File: src/rtl/hrs_defs.svh
// Constants for the halt and reset sequencer: reset values and timing counts.
// Assumes a 100 MHz system clock; included by its bare name.
`ifndef HRS_DEFS_SVH
`define HRS_DEFS_SVH
`define HRS_CLK_HZ 100000000
`define HRS_STAB_TIME_MS 250
`define HRS_STAB_CYCLES ((`HRS_CLK_HZ / 1000) * `HRS_STAB_TIME_MS)
`define HRS_RST_MIN_US 10
`define HRS_RST_MIN_CYCLES ((`HRS_CLK_HZ / 1000000) * `HRS_RST_MIN_US)
`define HRS_WAIT_VECT 4'h8
`define HRS_WAIT_NEXT 4'h2
`define HRS_VEC_LO_ADDR 16'h0000
`define HRS_VEC_HI_ADDR 16'h0001
`define HRS_RST_CPU_CLK 8'h04
`define HRS_RST_STATUS_WORD 8'h02
`define HRS_RST_PORT_LATCH 8'h00
`define HRS_RST_PORT_MODE 8'hFF
`define HRS_RST_PULLUP 8'h00
`define HRS_RST_MEM_SIZE 8'hCF
`define HRS_RST_XRAM_SIZE 8'h0C
`define HRS_RST_CLKOUT_SEL 8'h00
`define HRS_RST_SUB2_CTRL 8'h00
`define HRS_RST_TIMER0_COUNT 16'h0000
`define HRS_RST_TIMER0_CTRL 8'h00
`endif

File: src/rtl/hrs_pkg.sv
// Types shared by the halt and reset sequencer.
// Assumes the defs header is compiled with it.
package hrs_pkg;
    typedef enum logic [2:0] {
        HRS_RESET   = 3'h0,
        HRS_STAB    = 3'h1,
        HRS_VECLO   = 3'h2,
        HRS_VECHI   = 3'h3,
        HRS_RUN     = 3'h4,
        HRS_HALT    = 3'h5,
        HRS_WAKE    = 3'h6
    } hrs_state_t;
endpackage
File: src/rtl/halt_and_reset_sequencer.sv
// Halt state and reset sequence control of a small microcontroller core.
// Assumes CPU, interrupt controller and watchdog share clk; reset pin is asynchronous.
// How it works
// - Halt gates CPU clock, oscillator keeps running
// - Port latches hold value while halted
// - Peripheral clocks stay enabled during halt
// - Unmasked request ends halt; vector or resume
// - Wait 8 clocks vectored, 2 resuming
// - Non-maskable request always wakes and vectors
// - Reset during halt ends it, vectors
// - Mask and priority decide service or resume
// - Reset from pin low or watchdog overflow
// - PC loaded from vector at 0000H/0001H
// - Pins tri-stated in reset and stabilisation
// - Stabilisation wait after pin release
// - Watchdog reset self-releases, same wait
// - Watchdog overflow driven on active-low pin
// - Main and subclock2 stop in reset
// - CPU clock control resets to 04H
// - Status word, ports, modes, pull-ups reset values
// - Size selects and clock outputs reset values
// - Timer0 counter and controls cleared
// - Reset during halt keeps RAM contents
// - In-service flag 0 means higher priority active
`timescale 1ns/10ps
`default_nettype none
`include "hrs_defs.svh"
module halt_and_reset_sequencer
    import hrs_pkg::*;
#(
    parameter int STAB_CYCLES = `HRS_STAB_CYCLES
) (
    input wire logic clk,
    input wire logic rst_n,
    input wire logic resetPinN,
    input wire logic watchdogOverflow,
    input wire logic haltExec,
    input wire logic irqRequest,
    input wire logic irq_mask_flag,
    input wire logic irq_priority_level_flag,
    input wire logic irq_accept_enable,
    input wire logic in_service_priority_flag,
    input wire logic nmiRequest,
    input wire logic [7:0] vecData,
    output logic [15:0] vecAddr,
    output logic cpuClkEn,
    output logic periphClkEn,
    output logic oscEn,
    output logic mainOscEn,
    output logic sub2OscEn,
    output logic sub1OscEn,
    output logic pinOutEnable,
    output logic portLatchHold,
    output logic ramRetain,
    output logic coreResetN,
    output logic pcLoad,
    output logic [15:0] pcValue,
    output logic vectorIrq,
    output logic resumeNext,
    output logic watchdog_overflow_outN,
    output logic [7:0] cpu_clock_control,
    output logic [7:0] program_status_word,
    output logic [7:0] portLatchRst,
    output logic [7:0] portModeRst,
    output logic [7:0] pullUpRst,
    output logic [7:0] memory_size_select,
    output logic [7:0] expansion_ram_size_select,
    output logic [7:0] clkOutSelect,
    output logic [7:0] sub2Control,
    output logic [15:0] timer0_count,
    output logic [7:0] timer0Control
);

    ////////////////////////////////////////////////////////////////////////
    // Pin synchroniser; first stage feeds only the second
    logic pinMeta_q, pinSync_q;
    always_ff @(posedge clk or negedge rst_n) begin
        if (!rst_n) begin
            pinMeta_q <= 1'b0;
            pinSync_q <= 1'b0;
        end else begin
            pinMeta_q <= resetPinN;
            pinSync_q <= pinMeta_q;
        end
    end

    ////////////////////////////////////////////////////////////////////////
    // Sequencer
    hrs_state_t state_q, state_d;
    logic [31:0] cnt_q, cnt_d;
    logic [7:0] vecLo_q, vecLo_d;
    logic [15:0] pc_q, pc_d;
    logic fromHalt_q, fromHalt_d;
    logic wakeVect_q, wakeVect_d;
    logic wdtPulse_q, wdtPulse_d;
    logic pcLoad_q, pcLoad_d;
    logic vectorIrq_q, vectorIrq_d;
    logic resume_q, resume_d;
    logic maskWake, maskService, resetReq;

    assign resetReq = !pinSync_q || watchdogOverflow;
    assign maskWake = irqRequest && !irq_mask_flag;
    assign maskService = irq_priority_level_flag ? (irq_accept_enable && in_service_priority_flag)
                                                 : irq_accept_enable;

    always_comb begin
        state_d = state_q;
        cnt_d = cnt_q;
        vecLo_d = vecLo_q;
        pc_d = pc_q;
        fromHalt_d = fromHalt_q;
        wakeVect_d = wakeVect_q;
        wdtPulse_d = 1'b0;
        pcLoad_d = 1'b0;
        vectorIrq_d = 1'b0;
        resume_d = 1'b0;
        if (resetReq) begin
            if (state_q == HRS_HALT) begin
                fromHalt_d = 1'b1;
            end
            wdtPulse_d = watchdogOverflow;
            state_d = HRS_RESET;
            cnt_d = 32'h0;
        end else begin
            case (state_q)
                HRS_RESET: begin
                    state_d = HRS_STAB;
                    cnt_d = 32'h0;
                end
                HRS_STAB: begin
                    if (cnt_q >= 32'(STAB_CYCLES - 1)) begin
                        state_d = HRS_VECLO;
                    end else begin
                        cnt_d = cnt_q + 32'h1;
                    end
                end
                HRS_VECLO: begin
                    vecLo_d = vecData;
                    state_d = HRS_VECHI;
                end
                HRS_VECHI: begin
                    pc_d = {vecData, vecLo_q};
                    pcLoad_d = 1'b1;
                    fromHalt_d = 1'b0;
                    state_d = HRS_RUN;
                end
                HRS_RUN: begin
                    if (haltExec) begin
                        state_d = HRS_HALT;
                    end
                end
                HRS_HALT: begin
                    if (nmiRequest || maskWake) begin
                        wakeVect_d = nmiRequest || maskService;
                        cnt_d = 32'h0;
                        state_d = HRS_WAKE;
                    end
                end
                HRS_WAKE: begin
                    if (cnt_q >= 32'(wakeVect_q ? `HRS_WAIT_VECT - 4'h1 : `HRS_WAIT_NEXT - 4'h1)) begin
                        vectorIrq_d = wakeVect_q;
                        resume_d = !wakeVect_q;
                        state_d = HRS_RUN;
                    end else begin
                        cnt_d = cnt_q + 32'h1;
                    end
                end
                default: begin
                    state_d = HRS_RESET;
                end
            endcase
        end
    end

    always_ff @(posedge clk or negedge rst_n) begin
        if (!rst_n) begin
            state_q <= HRS_RESET;
            cnt_q <= 32'h0;
            vecLo_q <= 8'h00;
            pc_q <= 16'h0000;
            fromHalt_q <= 1'b0;
            wakeVect_q <= 1'b0;
            wdtPulse_q <= 1'b0;
            pcLoad_q <= 1'b0;
            vectorIrq_q <= 1'b0;
            resume_q <= 1'b0;
        end else begin
            state_q <= state_d;
            cnt_q <= cnt_d;
            vecLo_q <= vecLo_d;
            pc_q <= pc_d;
            fromHalt_q <= fromHalt_d;
            wakeVect_q <= wakeVect_d;
            wdtPulse_q <= wdtPulse_d;
            pcLoad_q <= pcLoad_d;
            vectorIrq_q <= vectorIrq_d;
            resume_q <= resume_d;
        end
    end

    ////////////////////////////////////////////////////////////////////////
    // Outputs
    logic inReset;
    assign inReset = (state_q == HRS_RESET);
    assign vecAddr = (state_q == HRS_VECHI) ? `HRS_VEC_HI_ADDR : `HRS_VEC_LO_ADDR;
    // CPU clock gated in halt and sequence
    assign cpuClkEn = (state_q == HRS_RUN);
    assign periphClkEn = !inReset;
    assign oscEn = 1'b1;
    assign mainOscEn = !inReset;
    assign sub2OscEn = !inReset;
    assign sub1OscEn = 1'b1;
    assign pinOutEnable = !(inReset || state_q == HRS_STAB);
    assign portLatchHold = (state_q == HRS_HALT) || (state_q == HRS_WAKE);
    assign ramRetain = fromHalt_q;
    assign coreResetN = !(inReset || state_q == HRS_STAB || state_q == HRS_VECLO || state_q == HRS_VECHI);
    assign pcLoad = pcLoad_q;
    assign pcValue = pc_q;
    assign vectorIrq = vectorIrq_q;
    assign resumeNext = resume_q;
    assign watchdog_overflow_outN = !wdtPulse_q;
    assign cpu_clock_control = `HRS_RST_CPU_CLK;
    assign program_status_word = `HRS_RST_STATUS_WORD;
    assign portLatchRst = `HRS_RST_PORT_LATCH;
    assign portModeRst = `HRS_RST_PORT_MODE;
    assign pullUpRst = `HRS_RST_PULLUP;
    assign memory_size_select = `HRS_RST_MEM_SIZE;
    assign expansion_ram_size_select = `HRS_RST_XRAM_SIZE;
    assign clkOutSelect = `HRS_RST_CLKOUT_SEL;
    assign sub2Control = `HRS_RST_SUB2_CTRL;
    assign timer0_count = `HRS_RST_TIMER0_COUNT;
    assign timer0Control = `HRS_RST_TIMER0_CTRL;
endmodule
`default_nettype wire

File: config.mk
export PLATFORM = sky130hd
export DESIGN_NAME = halt_and_reset_sequencer
export DESIGN_NICKNAME = d
export VERILOG_FILES = /design/src/rtl/hrs_pkg.sv /design/src/rtl/halt_and_reset_sequencer.sv
export VERILOG_INCLUDE_DIRS = /design/src /design/src/rtl
export SDC_FILE = /design/constraint.sdc
export NUM_CORES = 1
export LEC_CHECK = 0
export BUFFER_PORTS_ARGS = -buffer_cell sky130_fd_sc_hd__buf_2
export CORE_MARGIN = 2
export CORE_UTILIZATION = 45
export CTS_BUF_LIST = sky130_fd_sc_hd__clkbuf_16
export DETAILED_ROUTE_END_ITERATION = 6
export PLACE_DENSITY = 0.77
export SLEW_MARGIN = 20
export SYNTH_ARGS = -nofsm -noshare
export SYNTH_HDL_FRONTEND = slang
export SYNTH_SLANG_ARGS = --single-unit
File: constraint.sdc
create_clock -name clk -period 3.8 [get_ports clk]
set_input_delay 0.57 -clock clk [delete_from_list [all_inputs] [get_ports clk]]
set_output_delay 0.57 -clock clk [all_outputs]
set_load 0.02 [all_outputs]
=== Word level (Yosys, flattened, before mapping) ===
Index checks and enable logic that the tools add are counted.

* Memories: 0
* Memory bits (read-only): 0
* Logic and storage cells: 80
* Bits of input ports: 19
* Bits in writable memories: 0
* Latch bits: 0
* Output and inout port bits: 142
* Register bits after elaboration: 67

* Reductions and logical operators: 25
* Shift operators: 0
* Muxes and demuxes: 26
* Div/mod/pow operators: 0
* Add/subtract/negate cells: 1
* Order comparisons: 2
* Equality and inequality tests: 13
* Bitwise logic cells: 1
* $mul: 0

{| class="wikitable"
|+ Operators with widths
! kind !! count
|-
| 32-bit two-way mux || 4
|-
| 32-bit case mux with 4 select lines || 1
|-
| 32-bit by 1-bit adder with 32-bit output (second input constant) || 1
|-
| 32-bit by 25-bit greater-or-equal comparator with 1-bit output (second input constant) || 1
|-
| 32-bit by 3-bit greater-or-equal comparator with 1-bit output || 1
|-
| 3-bit case mux with 7 select lines || 1
|-
| 3-bit two-way mux || 6
|-
| 1-bit two-way mux || 14
|-
| 3-bit != test (second input constant) || 4
|-
| 3-bit equality test (second input constant) || 3
|-
| 4-bit AND reduction || 2
|-
| 1-bit logical NOT || 7
|-
| 1-bit logical OR || 7
|-
| 3-bit by 2-bit equality test with 1-bit output (second input constant) || 2
|-
| 3-bit by 2-bit != test with 1-bit output (second input constant) || 2
|-
| 2-bit AND reduction || 3
|-
| 5-bit nonzero test || 1
|-
| 3-bit by 1-bit equality test with 1-bit output (second input constant) || 1
|-
| 3-bit logical NOT || 1
|-
| 3-bit AND reduction || 1
|-
| 1-bit logical AND || 2
|-
| 2-bit by 1-bit != test with 1-bit output (second input constant) || 1
|-
| 2-bit nonzero test || 1
|-
| 1-bit NOT || 1
|}

=== Longest topological paths before layout ===
* Word-level depth: 6
* Gate-level depth with buffers: 10
* Depth with buffers taken out: 9

=== Least setup slack after synthesis ===
OpenSTA, ideal clock, no wires.

* Kind: register -> register
* Start: register cnt_q[26]
* End: register cnt_q[22]
* Buffers on the path: 1
* Stages on the path, launching flop included: 9
* Data required time: 3.680 ns
* Period minus slack after synthesis: 2.446 ns
* Path slack: 1.354 ns
* Data arrival time: 2.326 ns
* Setup time: 0.120 ns
* Cells stage by stage: dfrtp_1 -> or4_4 -> nor4_2 -> nor4b_4 -> a31oi_1 -> buf_2 -> nor3b_1 -> a21oi_1 -> a31o_2

* Word-level cells in the longest chain between the ends: 3
* Elaborated cells on any way between the ends: 5
* Classes of those cells: 2 x order compare; 2 x eq/ne; 1 x reduce/logical

{| class="wikitable"
|+ RTL lines
! element !! RTL line !! RTL
|-
| start: declaration || halt_and_reset_sequencer.sv:90 || <nowiki>logic [31:0] cnt_q, cnt_d;</nowiki>
|-
| start signal: assignment || halt_and_reset_sequencer.sv:189 || <nowiki>cnt_q <= cnt_d;</nowiki>
|-
| 32-bit by 3-bit greater-or-equal comparator with 1-bit output or 32-bit by 25-bit greater-or-equal comparator with 1-bit output (tied branches) || halt_and_reset_sequencer.sv:160, halt_and_reset_sequencer.sv:131 ||
|-
| 3-bit != test (no line) || -- ||
|-
| 4-bit AND reduction (no line) * || -- ||
|}

Every way passes the cells marked *; elsewhere a longest branch is shown, timed or not.
A chain may end at the register's enable or synchronous reset.

=== Worst setup path in the final report ===
* Start: register cnt_q[26]
* End: register cnt_q[12]

The elaborated chain is that of the path after synthesis.

==> results by group <==
Power
  • Post-layout total power: 1830 uW
  • VDD IR-drop max: 0.192 mV
  • Pwr/cell area: 427 nW/um^2
  • LEAKAGE: 0.00220 uW

Critical path
  • Crit. End Element: flop
  • Data arrival, critical path: 3280 ps
  • RR Endpoint: cnt_q[12]$_DFFE_PN0P_
  • Worst Path Max Fanout: 12
  • Critical Path RT: 4050 ps
  • Reg2reg setup slack: 780 ps
  • Reg2reg path depth: 7
  • R2r startpoint: cnt_q[26]$_DFFE_PN0P_
  • Type of origin of the critical path: flop
  • Worst setup path category: flop to flop

Detailed routing
  • Routed WL: 7.30 mm
  • Via count: 2,784
  • Vias per cell: 4.78
  • DR DRC count: 0
  • First-pass DRT Iterations: 4
  • Routed wire length per instance: 12.5 um
  • Post-route ant nets: 0
  • Drt initial violations: 184

STA
  • F_max: 331 MHz
  • Max_slew headroom: 34.4%
  • Unrepaired setup endpoints after global routing: no
  • Fin. Hold Viols: 0
  • Clock skew: 9.49 ps
  • Slew Limit Fails: 0
  • Fin crit share: 79.5%
  • Fin crit period: 3020 ps
  • Setup tns final: 0 ps
  • Tightest Pin Transition: 977 ps
  • Count of final setup violators: 0

Final layout
  • Post-layout util: 48.9%
  • Layout cells sized above 1: 20.7%
  • Commonest non-fill, non-tap cell in the layout: conb_1
  • Nets: 491
  • Area Overhead vs Synth: 4.74%
  • N_diodes: 0
  • Most frequent cells in the layout: 113 x conb_1, 67 x dfrtp_1, 46 x buf_2

GRT
  • Total track usage: 15.0%
  • Grt met3 use: 3.65%
  • Initial antenna violation count: 0
  • Layer with the highest usage: met2
  • Largest net degree at the start of global routing: 51
  • Met1 Track Usage GR: 18.3%
  • Met2 GRT Util: 24.9%
  • GRT overflow: 0
  • Vias in the first global route: 2,553
  • First-pass GRT wire length: 11.9 mm

Clocking
  • Post-CTS Setup Bufs: 0
  • Cts bufs inserted: 9
  • CTS tree: yes
  • H-tree depth: 3
  • Worst skew pair latency: 330 ps
  • CTS sink cnt: 67
  • Clock Root Buffer: clkbuf_16
  • Cts repair resizes: 0
  • CTS Hold Bufs: 0
  • Worst-path clk slew: 60 ps
  • Clock tree buffer depth: 2

Synthesis
  • Cells after Synth: 427
  • Number of synthesized register bits: 67
  • Netlist Area Pre-Place: 4090 um^2
  • Warnings from Yosys: 0
  • Count of unique library cells instantiated by Yosys: 46
  • Post-Syn Area per Cell: 9.58 um^2
  • Sequential fraction of the synthesis area: 41.0%

Die
  • Initial Utilization: 46.7%
  • Die Span Y: 99.3 um
  • Full die area: 9870 um^2
  • Die Span X: 99.3 um
  • Core ar.: 8760 um^2
  • Std-Cell Rows: 34
  • I/O Pins: 161

Flow run
  • Max-cap violations: 0

Placed design
  • Gpl congestion: 0.879
  • Detailed Place HPWL: 5.39 mm
  • Port bufs: 47

Status
  • Status: finished, final reports clean

Worst hold path
  • Hold Crit Class: primary input to async pin
==> cell families (layout without fill, tap and decap cells) <==
kind of cell	after synthesis	in the layout	share of synthesized area, %
buffers and inverters	137	73	23.3
AND/OR/NAND/NOR	134	134	18.0
flip-flops	67	67	41.0
AO/OA/AOI/OAI	48	48	7.31
multiplexers	26	26	7.13
XOR/XNOR	10	10	2.14
adder cells (fa/ha/maj)	3	3	0.918
other	2	113	0.184
==> through the flow <==
| step | instance area, um^2 | std cells | hold slack [ps] | setup slack [ps] |
|---|---|---|---|---|
| 3_3_place_gp | 3980 | 566 | 334 | 836 |
| 5_1_grt | 4280 | 582 | 312 | 596 |
| 6_report | 4280 | 582 | 250 | 777 |
| 2_1_floorplan | 4510 | 538 | 274 | 1350 |
| 3_5_place_dp | 3980 | 566 | 342 | 803 |
| 4_1_cts | 4280 | 582 | 343 | 768 |
==> per-layer routing <==
metal | wire length, um | up-vias
met3 | 515 | 12
met4 | 145 | 0
met1 | 3060 | 1325
met2 | 3580 | 132
li1 | - | 1315
met5 | 0 | -
==> worst max-delay path: stages, from the launching register on <==
cell and delay [ps]:
dfrtp_1 370, or4_4 540, nor4_2 210, nor4b_4 290, a31oi_1 370, or2_1 470, or4_1 540, a21oi_1 150
==> flip-flops by register name, indices dropped and copies added, names as in the netlist, 3 cells and up <==
signal   cells
cnt_q       32
pcValue     16
state_q      3
vecLo_q      8
==> synth_stat cells (all sizes together) <==
cell type | count | share of area (%)
a211oi | 1 | 0.18
a21o | 4 | 0.73
a21oi | 13 | 1.6
a221o | 1 | 0.24
a22oi | 1 | 0.18
a31o | 2 | 0.43
a31oi | 4 | 0.61
a41o | 1 | 0.24
and2 | 9 | 1.4
and3 | 7 | 1.1
and3b | 1 | 0.21
and4 | 1 | 0.21
buf | 118 | 22
clkbuf | 13 | 1.2
conb | 2 | 0.18
dfrtp | 67 | 41
ha | 3 | 0.92
inv | 6 | 0.55
mux2 | 25 | 6.9
mux2i | 1 | 0.24
nand2 | 21 | 1.9
nand2b | 6 | 0.92
nand3 | 12 | 1.5
nand4 | 9 | 1.4
nor2 | 26 | 2.4
nor2b | 9 | 1.4
nor3 | 8 | 0.98
nor3b | 4 | 0.73
nor4 | 10 | 1.7
nor4b | 2 | 0.80
o211ai | 1 | 0.18
o21a | 3 | 0.55
o21ai | 12 | 1.5
o22ai | 1 | 0.15
o31ai | 4 | 0.73
or2 | 2 | 0.31
or3 | 5 | 0.76
or4 | 2 | 0.46
xnor2 | 9 | 1.9
xor2 | 1 | 0.21
==> cell type report <==
cell class,instances,area [um^2]
multi-input combinational,334,1880
timing repair buffer,51,268
sequential,67,1680
fill,839,4480
clock buffer,9,225
tap,108,135
inverter,6,22.5
clock inverter,7,78.8
==> worst max path at each step <==
stage / from / end / cells past startpoint / slack, ps
after floorplan: cnt_q[26]$_DFFE_PN0P_ / cnt_q[22]$_DFFE_PN0P_ / 8 / 1350
after global placement: cnt_q[26]$_DFFE_PN0P_ / cnt_q[12]$_DFFE_PN0P_ / 7 / 840
after detailed placement: cnt_q[26]$_DFFE_PN0P_ / cnt_q[12]$_DFFE_PN0P_ / 7 / 800
after CTS: cnt_q[26]$_DFFE_PN0P_ / cnt_q[12]$_DFFE_PN0P_ / 7 / 770
after global routing: cnt_q[26]$_DFFE_PN0P_ / cnt_q[12]$_DFFE_PN0P_ / 7 / 600
final: cnt_q[26]$_DFFE_PN0P_ / cnt_q[12]$_DFFE_PN0P_ / 7 / 780
==> power by group <==
| group | internal [uW] | leakage (uW) | total [uW] | switching, uW |
|---|---|---|---|---|
| Clock | 511 | 0.000150 | 826 | 314 |
| Sequential | 751 | 0.000912 | 772 | 21.5 |
| Combinational | 56.9 | 0.00114 | 232 | 175 |
Note: power is estimated with default switching activity, not from simulation.
